<file path="config.mk">
export PLATFORM = sky130hd
export DESIGN_NAME = machine_home_return_sequencer
export DESIGN_NICKNAME = d
export VERILOG_FILES = /design/src/rtl/home_return_pkg.sv /design/src/rtl/machine_home_return_sequencer.sv
export VERILOG_INCLUDE_DIRS = /design/src /design/src/rtl
export SDC_FILE = /design/constraint.sdc
export NUM_CORES = 1
export LEC_CHECK = 0
export BUFFER_PORTS_ARGS = -buffer_cell sky130_fd_sc_hd__buf_2
export CAP_MARGIN = 20
export CORE_MARGIN = 2
export CORE_UTILIZATION = 30
export CTS_CLUSTER_DIAMETER = 120
export DETAILED_ROUTE_END_ITERATION = 12
export SLEW_MARGIN = 40
export SYNTH_ARGS = -nofsm -noshare
export SYNTH_HDL_FRONTEND = slang
export SYNTH_SLANG_ARGS = --single-unit
</file>
<file path="constraint.sdc">
create_clock -name aclk -period 8.4 [get_ports aclk]
set_input_delay 0.42 -clock aclk [delete_from_list [all_inputs] [get_ports aclk]]
set_output_delay 0.42 -clock aclk [all_outputs]
set_load 0.03 [all_outputs]
</file>
<file path="src/rtl/home_return_cfg.svh">
// Purpose: offsets, reset values and limits of the home return sequencer
// Assumes: 32-bit axi4-lite data, one aligned word per register
// Notes: included by bare name
`ifndef HOME_RETURN_CFG_SVH
`define HOME_RETURN_CFG_SVH
`define HR_OFS_CONFIG 8'h00
`define HR_OFS_FEED 8'h04
`define HR_OFS_APPROACH 8'h08
`define HR_OFS_FINAL 8'h0C
`define HR_OFS_CMD 8'h10
`define HR_OFS_STATUS 8'h14
`define HR_OFS_HOME_POS 8'h18
`define HR_CFG_ENABLE 0
`define HR_CFG_MODE_LO 2
`define HR_CFG_MODE_HI 3
`define HR_CFG_DIR 4
`define HR_CMD_START 0
`define HR_RST_CONFIG 16'h0000
`define HR_RST_SPEED 32'h00000001
`define HR_RST_FINAL 32'h00000000
`define HR_SPEED_MIN 32'h00000001
`define HR_SPEED_MAX 32'h0003A980
`define HR_FEED_SCALE 32'h000003E8
`define HR_RESP_OKAY 2'h0
`define HR_RESP_SLVERR 2'h2
`endif

</file>
<file path="src/rtl/home_return_pkg.sv">
// Purpose: types shared by the home return sequencer
// Assumes: nothing beyond the cfg header
// Notes: holds types only
package home_return_pkg;
    typedef enum logic [2:0] {
        ST_IDLE, ST_FEED, ST_CLEAR, ST_APPROACH, ST_FINAL
    } hr_state_t;
    typedef enum logic [1:0] {
        MODE_ONE = 2'h0, MODE_TWO = 2'h1, MODE_BAD = 2'h2, MODE_THREE = 2'h3
    } hr_mode_t;
    typedef struct packed {
        logic reverse;
        logic [31:0] speed;
    } motion_cmd_t;
endpackage

</file>
<file path="src/rtl/machine_home_return_sequencer.sv">
// Purpose: machine home return sequencer with axi4-lite registers
// Assumes: limit and index inputs synchronous to aclk, feedback_pos in command units
// Notes: speed output is in command units per minute; zero when idle
//
// Design decisions made here: the AXI4-Lite register port and the address map.
`timescale 1ns/1ps
`include "home_return_cfg.svh"

// Operation
// - start command launches the return sequence of the configured mode
// - config bits 3:2 decode 00 mode one, 01 mode two, 11 mode three
// - mode one: three steps, limit as slow-down switch, index fixes home
// - mode two: two steps, limit as stop switch, index unused
// - mode three: four steps, limit as slow-down switch plus index pulse
// - start command ignored unless config bit 0 is set
// - config bit 4 selects travel direction, 0 forward, 1 reverse
// - feed speed accepts 1..240000, scaled by 1000 units per minute
// - approach speed accepts 1..240000 units per minute, used after first slow-down
module machine_home_return_sequencer #(
    parameter int ADDR_W = 8
) (
    // clock and reset
    input wire logic aclk,
    input wire logic aresetn,
    // axi4-lite write
    input wire logic [ADDR_W-1:0] s_axi_awaddr,
    input wire logic s_axi_awvalid,
    output logic s_axi_awready,
    input wire logic [31:0] s_axi_wdata,
    input wire logic [3:0] s_axi_wstrb,
    input wire logic s_axi_wvalid,
    output logic s_axi_wready,
    output logic [1:0] s_axi_bresp,
    output logic s_axi_bvalid,
    input wire logic s_axi_bready,
    // axi4-lite read
    input wire logic [ADDR_W-1:0] s_axi_araddr,
    input wire logic s_axi_arvalid,
    output logic s_axi_arready,
    output logic [31:0] s_axi_rdata,
    output logic [1:0] s_axi_rresp,
    output logic s_axi_rvalid,
    input wire logic s_axi_rready,
    // machine inputs
    input wire logic limit_switch_input,
    input wire logic encoder_index_pulse,
    input wire logic [31:0] feedback_pos,
    // motion outputs
    output home_return_pkg::motion_cmd_t motion_cmd,
    output logic position_reached,
    output logic home_set
);
    import home_return_pkg::*;

    ////////////////////////////////////////////////////////////////////////
    logic [15:0] config_reg;
    logic [31:0] feed_reg;
    logic [31:0] approach_reg;
    logic [31:0] final_reg;
    logic [31:0] home_pos_reg;
    logic [31:0] start_pos_reg;
    hr_state_t state_reg;
    hr_state_t state_next;
    hr_mode_t mode_reg;
    logic dir_reg;
    logic start_pulse;
    logic wr_fire;
    logic rd_fire;
    logic [ADDR_W-1:0] waddr;
    logic [31:0] wval;
    logic [31:0] travel;
    logic [31:0] dist_abs;
    logic travel_done;
    logic mode_ok;
    function automatic logic [31:0] merge(input logic [31:0] old_v, input logic [31:0] new_v,
                                          input logic [3:0] strb);
        logic [31:0] r;
        r = old_v;
        for (int i = 0; i < 4; i++) begin
            if (strb[i]) begin
                r[i*8 +: 8] = new_v[i*8 +: 8];
            end
        end
        return r;
    endfunction
    function automatic logic speed_ok(input logic [31:0] v);
        return (v >= `HR_SPEED_MIN) && (v <= `HR_SPEED_MAX);
    endfunction

    ////////////////////////////////////////////////////////////////////////
    // write channel: waits for address and data, either may come first
    assign wr_fire = s_axi_awvalid && s_axi_wvalid && !s_axi_awready && !s_axi_bvalid;
    assign waddr = s_axi_awaddr;
    always_ff @(posedge aclk) begin
        if (!aresetn) begin
            s_axi_awready <= 1'b0;
            s_axi_wready <= 1'b0;
            s_axi_bvalid <= 1'b0;
            s_axi_bresp <= `HR_RESP_OKAY;
        end else begin
            s_axi_awready <= wr_fire;
            s_axi_wready <= wr_fire;
            if (wr_fire) begin
                if (waddr <= `HR_OFS_HOME_POS && waddr[1:0] == 2'h0) begin
                    s_axi_bresp <= `HR_RESP_OKAY;
                end else begin
                    s_axi_bresp <= `HR_RESP_SLVERR;
                end
            end
            // answer only once address and data have been handed over
            if (s_axi_awready) begin
                s_axi_bvalid <= 1'b1;
            end else if (s_axi_bready) begin
                s_axi_bvalid <= 1'b0;
            end
        end
    end
    // out-of-range speeds are dropped so the profile never sees zero feed
    always_ff @(posedge aclk) begin
        if (!aresetn) begin
            config_reg <= `HR_RST_CONFIG;
            feed_reg <= `HR_RST_SPEED;
            approach_reg <= `HR_RST_SPEED;
            final_reg <= `HR_RST_FINAL;
        end else if (wr_fire) begin
            if (waddr == `HR_OFS_CONFIG) begin
                config_reg <= 16'(merge({16'h0000, config_reg}, s_axi_wdata, s_axi_wstrb));
            end else if (waddr == `HR_OFS_FEED) begin
                if (speed_ok(wval)) begin
                    feed_reg <= wval;
                end
            end else if (waddr == `HR_OFS_APPROACH) begin
                if (speed_ok(wval)) begin
                    approach_reg <= wval;
                end
            end else if (waddr == `HR_OFS_FINAL) begin
                final_reg <= merge(final_reg, s_axi_wdata, s_axi_wstrb);
            end
        end
    end
    always_comb begin
        wval = s_axi_wdata;
        if (waddr == `HR_OFS_FEED) begin
            wval = merge(feed_reg, s_axi_wdata, s_axi_wstrb);
        end else if (waddr == `HR_OFS_APPROACH) begin
            wval = merge(approach_reg, s_axi_wdata, s_axi_wstrb);
        end
    end
    // the command word alone starts the sequence, no mode preselect needed
    assign start_pulse = wr_fire && (waddr == `HR_OFS_CMD) && s_axi_wstrb[0] &&
                         s_axi_wdata[`HR_CMD_START];
    ////////////////////////////////////////////////////////////////////////
    // read channel
    assign rd_fire = s_axi_arvalid && !s_axi_arready && !s_axi_rvalid;
    always_ff @(posedge aclk) begin
        if (!aresetn) begin
            s_axi_arready <= 1'b0;
            s_axi_rvalid <= 1'b0;
            s_axi_rdata <= 32'h00000000;
            s_axi_rresp <= `HR_RESP_OKAY;
        end else begin
            s_axi_arready <= rd_fire;
            if (rd_fire) begin
                s_axi_rresp <= `HR_RESP_OKAY;
                if (s_axi_araddr == `HR_OFS_CONFIG) begin
                    s_axi_rdata <= {16'h0000, config_reg};
                end else if (s_axi_araddr == `HR_OFS_FEED) begin
                    s_axi_rdata <= feed_reg;
                end else if (s_axi_araddr == `HR_OFS_APPROACH) begin
                    s_axi_rdata <= approach_reg;
                end else if (s_axi_araddr == `HR_OFS_FINAL) begin
                    s_axi_rdata <= final_reg;
                end else if (s_axi_araddr == `HR_OFS_CMD) begin
                    s_axi_rdata <= 32'h00000000;
                end else if (s_axi_araddr == `HR_OFS_STATUS) begin
                    s_axi_rdata <= {24'h000000, 1'b0, position_reached, mode_reg, 1'b0,
                                    state_reg};
                end else if (s_axi_araddr == `HR_OFS_HOME_POS) begin
                    s_axi_rdata <= home_pos_reg;
                end else begin
                    s_axi_rdata <= 32'h00000000;
                    s_axi_rresp <= `HR_RESP_SLVERR;
                end
            end
            // data held since the address was taken; valid waits for that handshake
            if (s_axi_arready) begin
                s_axi_rvalid <= 1'b1;
            end else if (s_axi_rready) begin
                s_axi_rvalid <= 1'b0;
            end
        end
    end
    ////////////////////////////////////////////////////////////////////////
    // sequencer
    assign mode_ok = config_reg[`HR_CFG_MODE_HI:`HR_CFG_MODE_LO] != MODE_BAD;
    assign travel = (feedback_pos - start_pos_reg) >= 32'h80000000 ?
                    start_pos_reg - feedback_pos : feedback_pos - start_pos_reg;
    // final distance sign is carried by the direction bit, only magnitude counts
    assign dist_abs = final_reg[31] ? (32'h00000000 - final_reg) : final_reg;
    assign travel_done = travel >= dist_abs;
    always_comb begin
        state_next = state_reg;
        case (state_reg)
            ST_IDLE: begin
                if (start_pulse && config_reg[`HR_CFG_ENABLE] && mode_ok) begin
                    state_next = ST_FEED;
                end
            end
            ST_FEED: begin
                if (limit_switch_input) begin
                    if (mode_reg == MODE_TWO) begin
                        state_next = ST_FINAL;
                    end else if (mode_reg == MODE_THREE) begin
                        state_next = ST_CLEAR;
                    end else begin
                        state_next = ST_APPROACH;
                    end
                end
            end
            ST_CLEAR: begin
                // index only counts once the slow-down dog is passed
                if (!limit_switch_input) begin
                    state_next = ST_APPROACH;
                end
            end
            ST_APPROACH: begin
                if (encoder_index_pulse) begin
                    state_next = ST_FINAL;
                end
            end
            ST_FINAL: begin
                if (travel_done) begin
                    state_next = ST_IDLE;
                end
            end
            default: state_next = ST_IDLE;
        endcase
    end
    always_ff @(posedge aclk) begin
        if (!aresetn) begin
            state_reg <= ST_IDLE;
        end else begin
            state_reg <= state_next;
        end
    end
    always_ff @(posedge aclk) begin
        if (!aresetn) begin
            mode_reg <= MODE_ONE;
            dir_reg <= 1'b0;
        end else if (state_reg == ST_IDLE && state_next == ST_FEED) begin
            mode_reg <= hr_mode_t'(config_reg[`HR_CFG_MODE_HI:`HR_CFG_MODE_LO]);
            dir_reg <= config_reg[`HR_CFG_DIR];
        end
    end

    always_ff @(posedge aclk) begin
        if (!aresetn) begin
            start_pos_reg <= 32'h00000000;
        end else if (state_next == ST_FINAL && state_reg != ST_FINAL) begin
            start_pos_reg <= feedback_pos;
        end
    end

    // speed follows the next state so it lines up with state_reg
    always_ff @(posedge aclk) begin
        if (!aresetn) begin
            motion_cmd <= '0;
        end else begin
            if (state_reg == ST_IDLE && state_next == ST_FEED) begin
                motion_cmd.reverse <= config_reg[`HR_CFG_DIR];
            end
            if (state_next == ST_FEED) begin
                motion_cmd.speed <= 32'(feed_reg * `HR_FEED_SCALE);
            end else if (state_next == ST_IDLE) begin
                motion_cmd.speed <= 32'h00000000;
            end else begin
                motion_cmd.speed <= approach_reg;
            end
        end
    end

    always_ff @(posedge aclk) begin
        if (!aresetn) begin
            position_reached <= 1'b0;
            home_set <= 1'b0;
            home_pos_reg <= 32'h00000000;
        end else begin
            home_set <= 1'b0;
            if (state_reg == ST_FINAL && travel_done) begin
                position_reached <= 1'b1;
                home_set <= 1'b1;
                home_pos_reg <= feedback_pos;
            end else if (state_next == ST_FEED) begin
                position_reached <= 1'b0;
            end
        end
    end
endmodule

</file>
==> reports/results.ini <==
[run_status]
outcome = finished clean

[synth]
synth_edf_count = 0
yosysTopAreaCell = dfxtp_1
synth_compound_area_share_pct = 22.9
muxShareOfSynthArea_pct = 6.87
yosysWarnings = 0
synthSimpleGateAreaFrac_pct = 15.7
synth_top_family_by_area = compound AO/OA/AOI/OAI gates
synthTopCellsByCount = dfxtp_1, nand2_1, ha_1, a21oi_1, inv_1
synth.cell_area_mm2 = 0.0195
synth.distinct_cells = 83
synthTopCellsByArea = dfxtp_1, ha_1, fa_1
ys_ff_latch = 254
synth_fa_ha_area_share_pct = 19.3
syn_avg_cell_area_um2 = 8.84
syn_inst = 2200
synth_ff_type = dfxtp_1
ys_seq_area_share_pct = 26.1
yosys.area_share.xor_xnor_pct = 4.05
synthArstFlopShare_pct = 0
synth_top_area_share_pct = 26.1
yosysMostFrequentCell = dfxtp_1

[final_layout]
largest_reg_flops = 33
fin_nets = 2626
layout-drive-gt1-share_pct = 13.0
top_register = motion_cmd
syn2layout_area_growth_pct = 13.9

[placement]
io_buffers = 166
dp_hpwl_um = 50200
place_ws_ns = 1.82
gp_congestion = 0.913

[timing]
maxSlewHeadroom_pct = 46.1
period_share_pct = 75.0
fmax_mhz = 159
finalWorstSetupSlack_ns = 2.10
whs_ns = 0.104
setup_violations = 0
tightestPinTransition_ns = 0.808
finalSetupTns_ns = 0
fin_crit_ns = 6.30
hold_viol_final = 0
skew_ns = 0.0355
drv_slew = 0
rsz0062_at_grt = false

[detailed_routing]
vias_per_cell = 5.27
drc = 0
wl_um = 63700
post_drt_wl_per_cell_um = 20.1
vias = 16700
final_antenna_net_count = 0
first_pass_iters = 5
drtIter0Drc = 1113

[worst_setup_path]
cp_slowest_cell = a211oi_1
cp_top_family = compound AO/OA/AOI/OAI gates
slowest_delay_ns = 0.63
crit_chain = ha_1 > nor2b_1 > o21ai_0 > o21ai_0 > a211o_1 > a211oi_1 > o221ai_1 > nor2_4 > buf_16 > buf_16 > mux2_2 > a21oi_1 > xnor2_1 > ha_1 > a21o_1 > a21oi_1 > o211ai_1 > a21oi_1 > o21a_1 > o31a_1 > a31oi_1 > nor2b_2 > buf_4 > a221o_1
crit_top_cell = a21oi_1
cp_max_fo = 32
cp_data_required_time_ns = 8.89
endpoint_kind = flip-flop
start_kind = flip-flop
path_buf_inv = 3
crit_type = reg -> reg
arrival_ns = 6.79

[grt]
grt_overflow_total = 0
grtUsageMet3_pct = 3.26
use_met1_pct = 25.7
globalRouteMet2Util_pct = 30.6
grt_usage_pct = 18.9
grt_pass1_wl_um = 99600
grt_pass1_vias = 16900
grt_max_degree = 105
grt_busiest_layer = met2
grt_antenna_before_repair = 7

[die]
initial_core_util_pct = 30.3
die_h_um = 259
rows = 93
core_area_mm2 = 0.0642
boundaryPins = 169
die_x_um = 259
die_area_mm2 = 0.0669

[run]
cap_violations = 0

[power_and_ir_drop]
pwr_density_cell_mw_per_mm2 = 138
p_int_w = 0.00222
switching_share_pct = 27.5
clkPwrFrac_pct = 46.4
power_frac_seq_pct = 40.1
ir_worst_vdd_v = 0.000140
p_switching_w = 0.000842
p_leak_nw = 9.83
power_w = 0.00306
p_comb_share_pct = 13.5

[cts]
cts_buffer_depth = 3
root_buffer = clkbuf_16
postCtsSetupBuffers = 0
cts_resized = 0
htree_levels = 1
clk_pin_slew_worst_paths_ns = 0.06
cts_hold_buf = 0
cts_tree = done
cts_inserted_buffers = 31
worstSkewPairLatency_ns = 0.61
clock_sinks = 254

[hold_path]
hp-class = in -> reg

-- per-layer routing --
layer	vias to the layer above	share of wire, %
met3	103	5.9
met1	8081	46
met4	8	2.6
met2	454	46
met5	-	0.083
li1	8064	-
-- cells in the final DEF, fill, tap and decap left out, types with 23 or more instances in the layout --
master,Yosys,final
a31oi_1,30,30
a21boi_0,78,78
nand2_1,244,244
nor3_1,28,27
clkbuf_16,0,31
and3_1,39,39
buf_2,8,165
dfxtp_1,254,254
inv_1,119,119
ha_1,151,151
nand4_1,23,23
nor2b_1,89,87
and2_1,23,23
nand3_1,26,26
fa_1,93,93
a22o_1,40,40
xor2_1,47,47
a21oi_1,119,119
a22oi_1,53,53
a21o_1,66,66
xnor2_1,43,43
mux2i_1,93,93
o21ai_0,90,90
nor2_1,62,59
-- cell type report --
cell class                 count  area, um2
fill                        6640      42100
clock buffer                  39        846
inverter                     119        447
sequential                   254       5080
clock inverter                17        229
timing repair buffer         185       1020
antenna                        2       5.00
multi-input combinational   1698      13500
tap                          855       1070
-- power groups by stage --
stage / registers, W / logic (W) / clock network [W]
final: 0.00123 / 0.000412 / 0.00142
after global routing: 0.00123 / 0.000455 / 0.00151
after CTS: 0.00123 / 0.000413 / 0.00146
after detailed placement: 0.00125 / 0.000411 / 0
after global placement: 0.00125 / 0.000401 / 0
after floorplan: 0.00128 / 0.000246 / 0
-- per-stage QoR --
step | instance area [um2] | util [%] | std cells
finish | 22200 | 34.5 | 3169
global route | 22200 | 34.5 | 3169
CTS | 22100 | 34.5 | 3167
detailed placement | 21100 | 32.8 | 3111
global placement | 21000 | 32.7 | 3109
floorplan | 19500 | - | 2201
-- worst register-to-register path, cell delays in order (launching register included) --
cell and delay [ns]:
dfxtp_1 0.45, ha_1 0.29, nor2b_1 0.13, o21ai_0 0.18
o21ai_0 0.21, a211o_1 0.34, a211oi_1 0.63, o221ai_1 0.31
nor2_4 0.35, buf_16 0.20, buf_16 0.16, mux2_2 0.35
a21oi_1 0.14, xnor2_1 0.09, ha_1 0.30, a21o_1 0.11
a21oi_1 0.06, o211ai_1 0.15, a21oi_1 0.08, o21a_1 0.20
o31a_1 0.38, a31oi_1 0.36, nor2b_2 0.07, buf_4 0.26
a221o_1 0.42
-- cells by family (layout without fill, tap and decap cells) --
group	Yosys count	in the layout
AO/OA/AOI/OAI	637	637
AND/OR/NAND/NOR	608	608
flip-flops	254	254
buffers and inverters	249	360
adder cells (fa/ha/maj)	244	244
multiplexers	117	117
XOR/XNOR	90	90
other	1	4
-- worst paths after layout --
| kind | startpoint | to | slack, ns | depth (start not counted) |
|---|---|---|---|---|
| worst max register to register | start_pos_reg[1] | motion_cmd[31] | 2.10 | 24 |
| worst min register to register | final_reg[31] | final_reg[31] | 0.47 | 2 |
| worst min-delay path | feedback_pos[28] | start_pos_reg[28] | 0.10 | 3 |
| worst max-delay path | start_pos_reg[1] | motion_cmd[31] | 2.10 | 24 |
No activity file was read; power rests on OpenSTA's default activity.
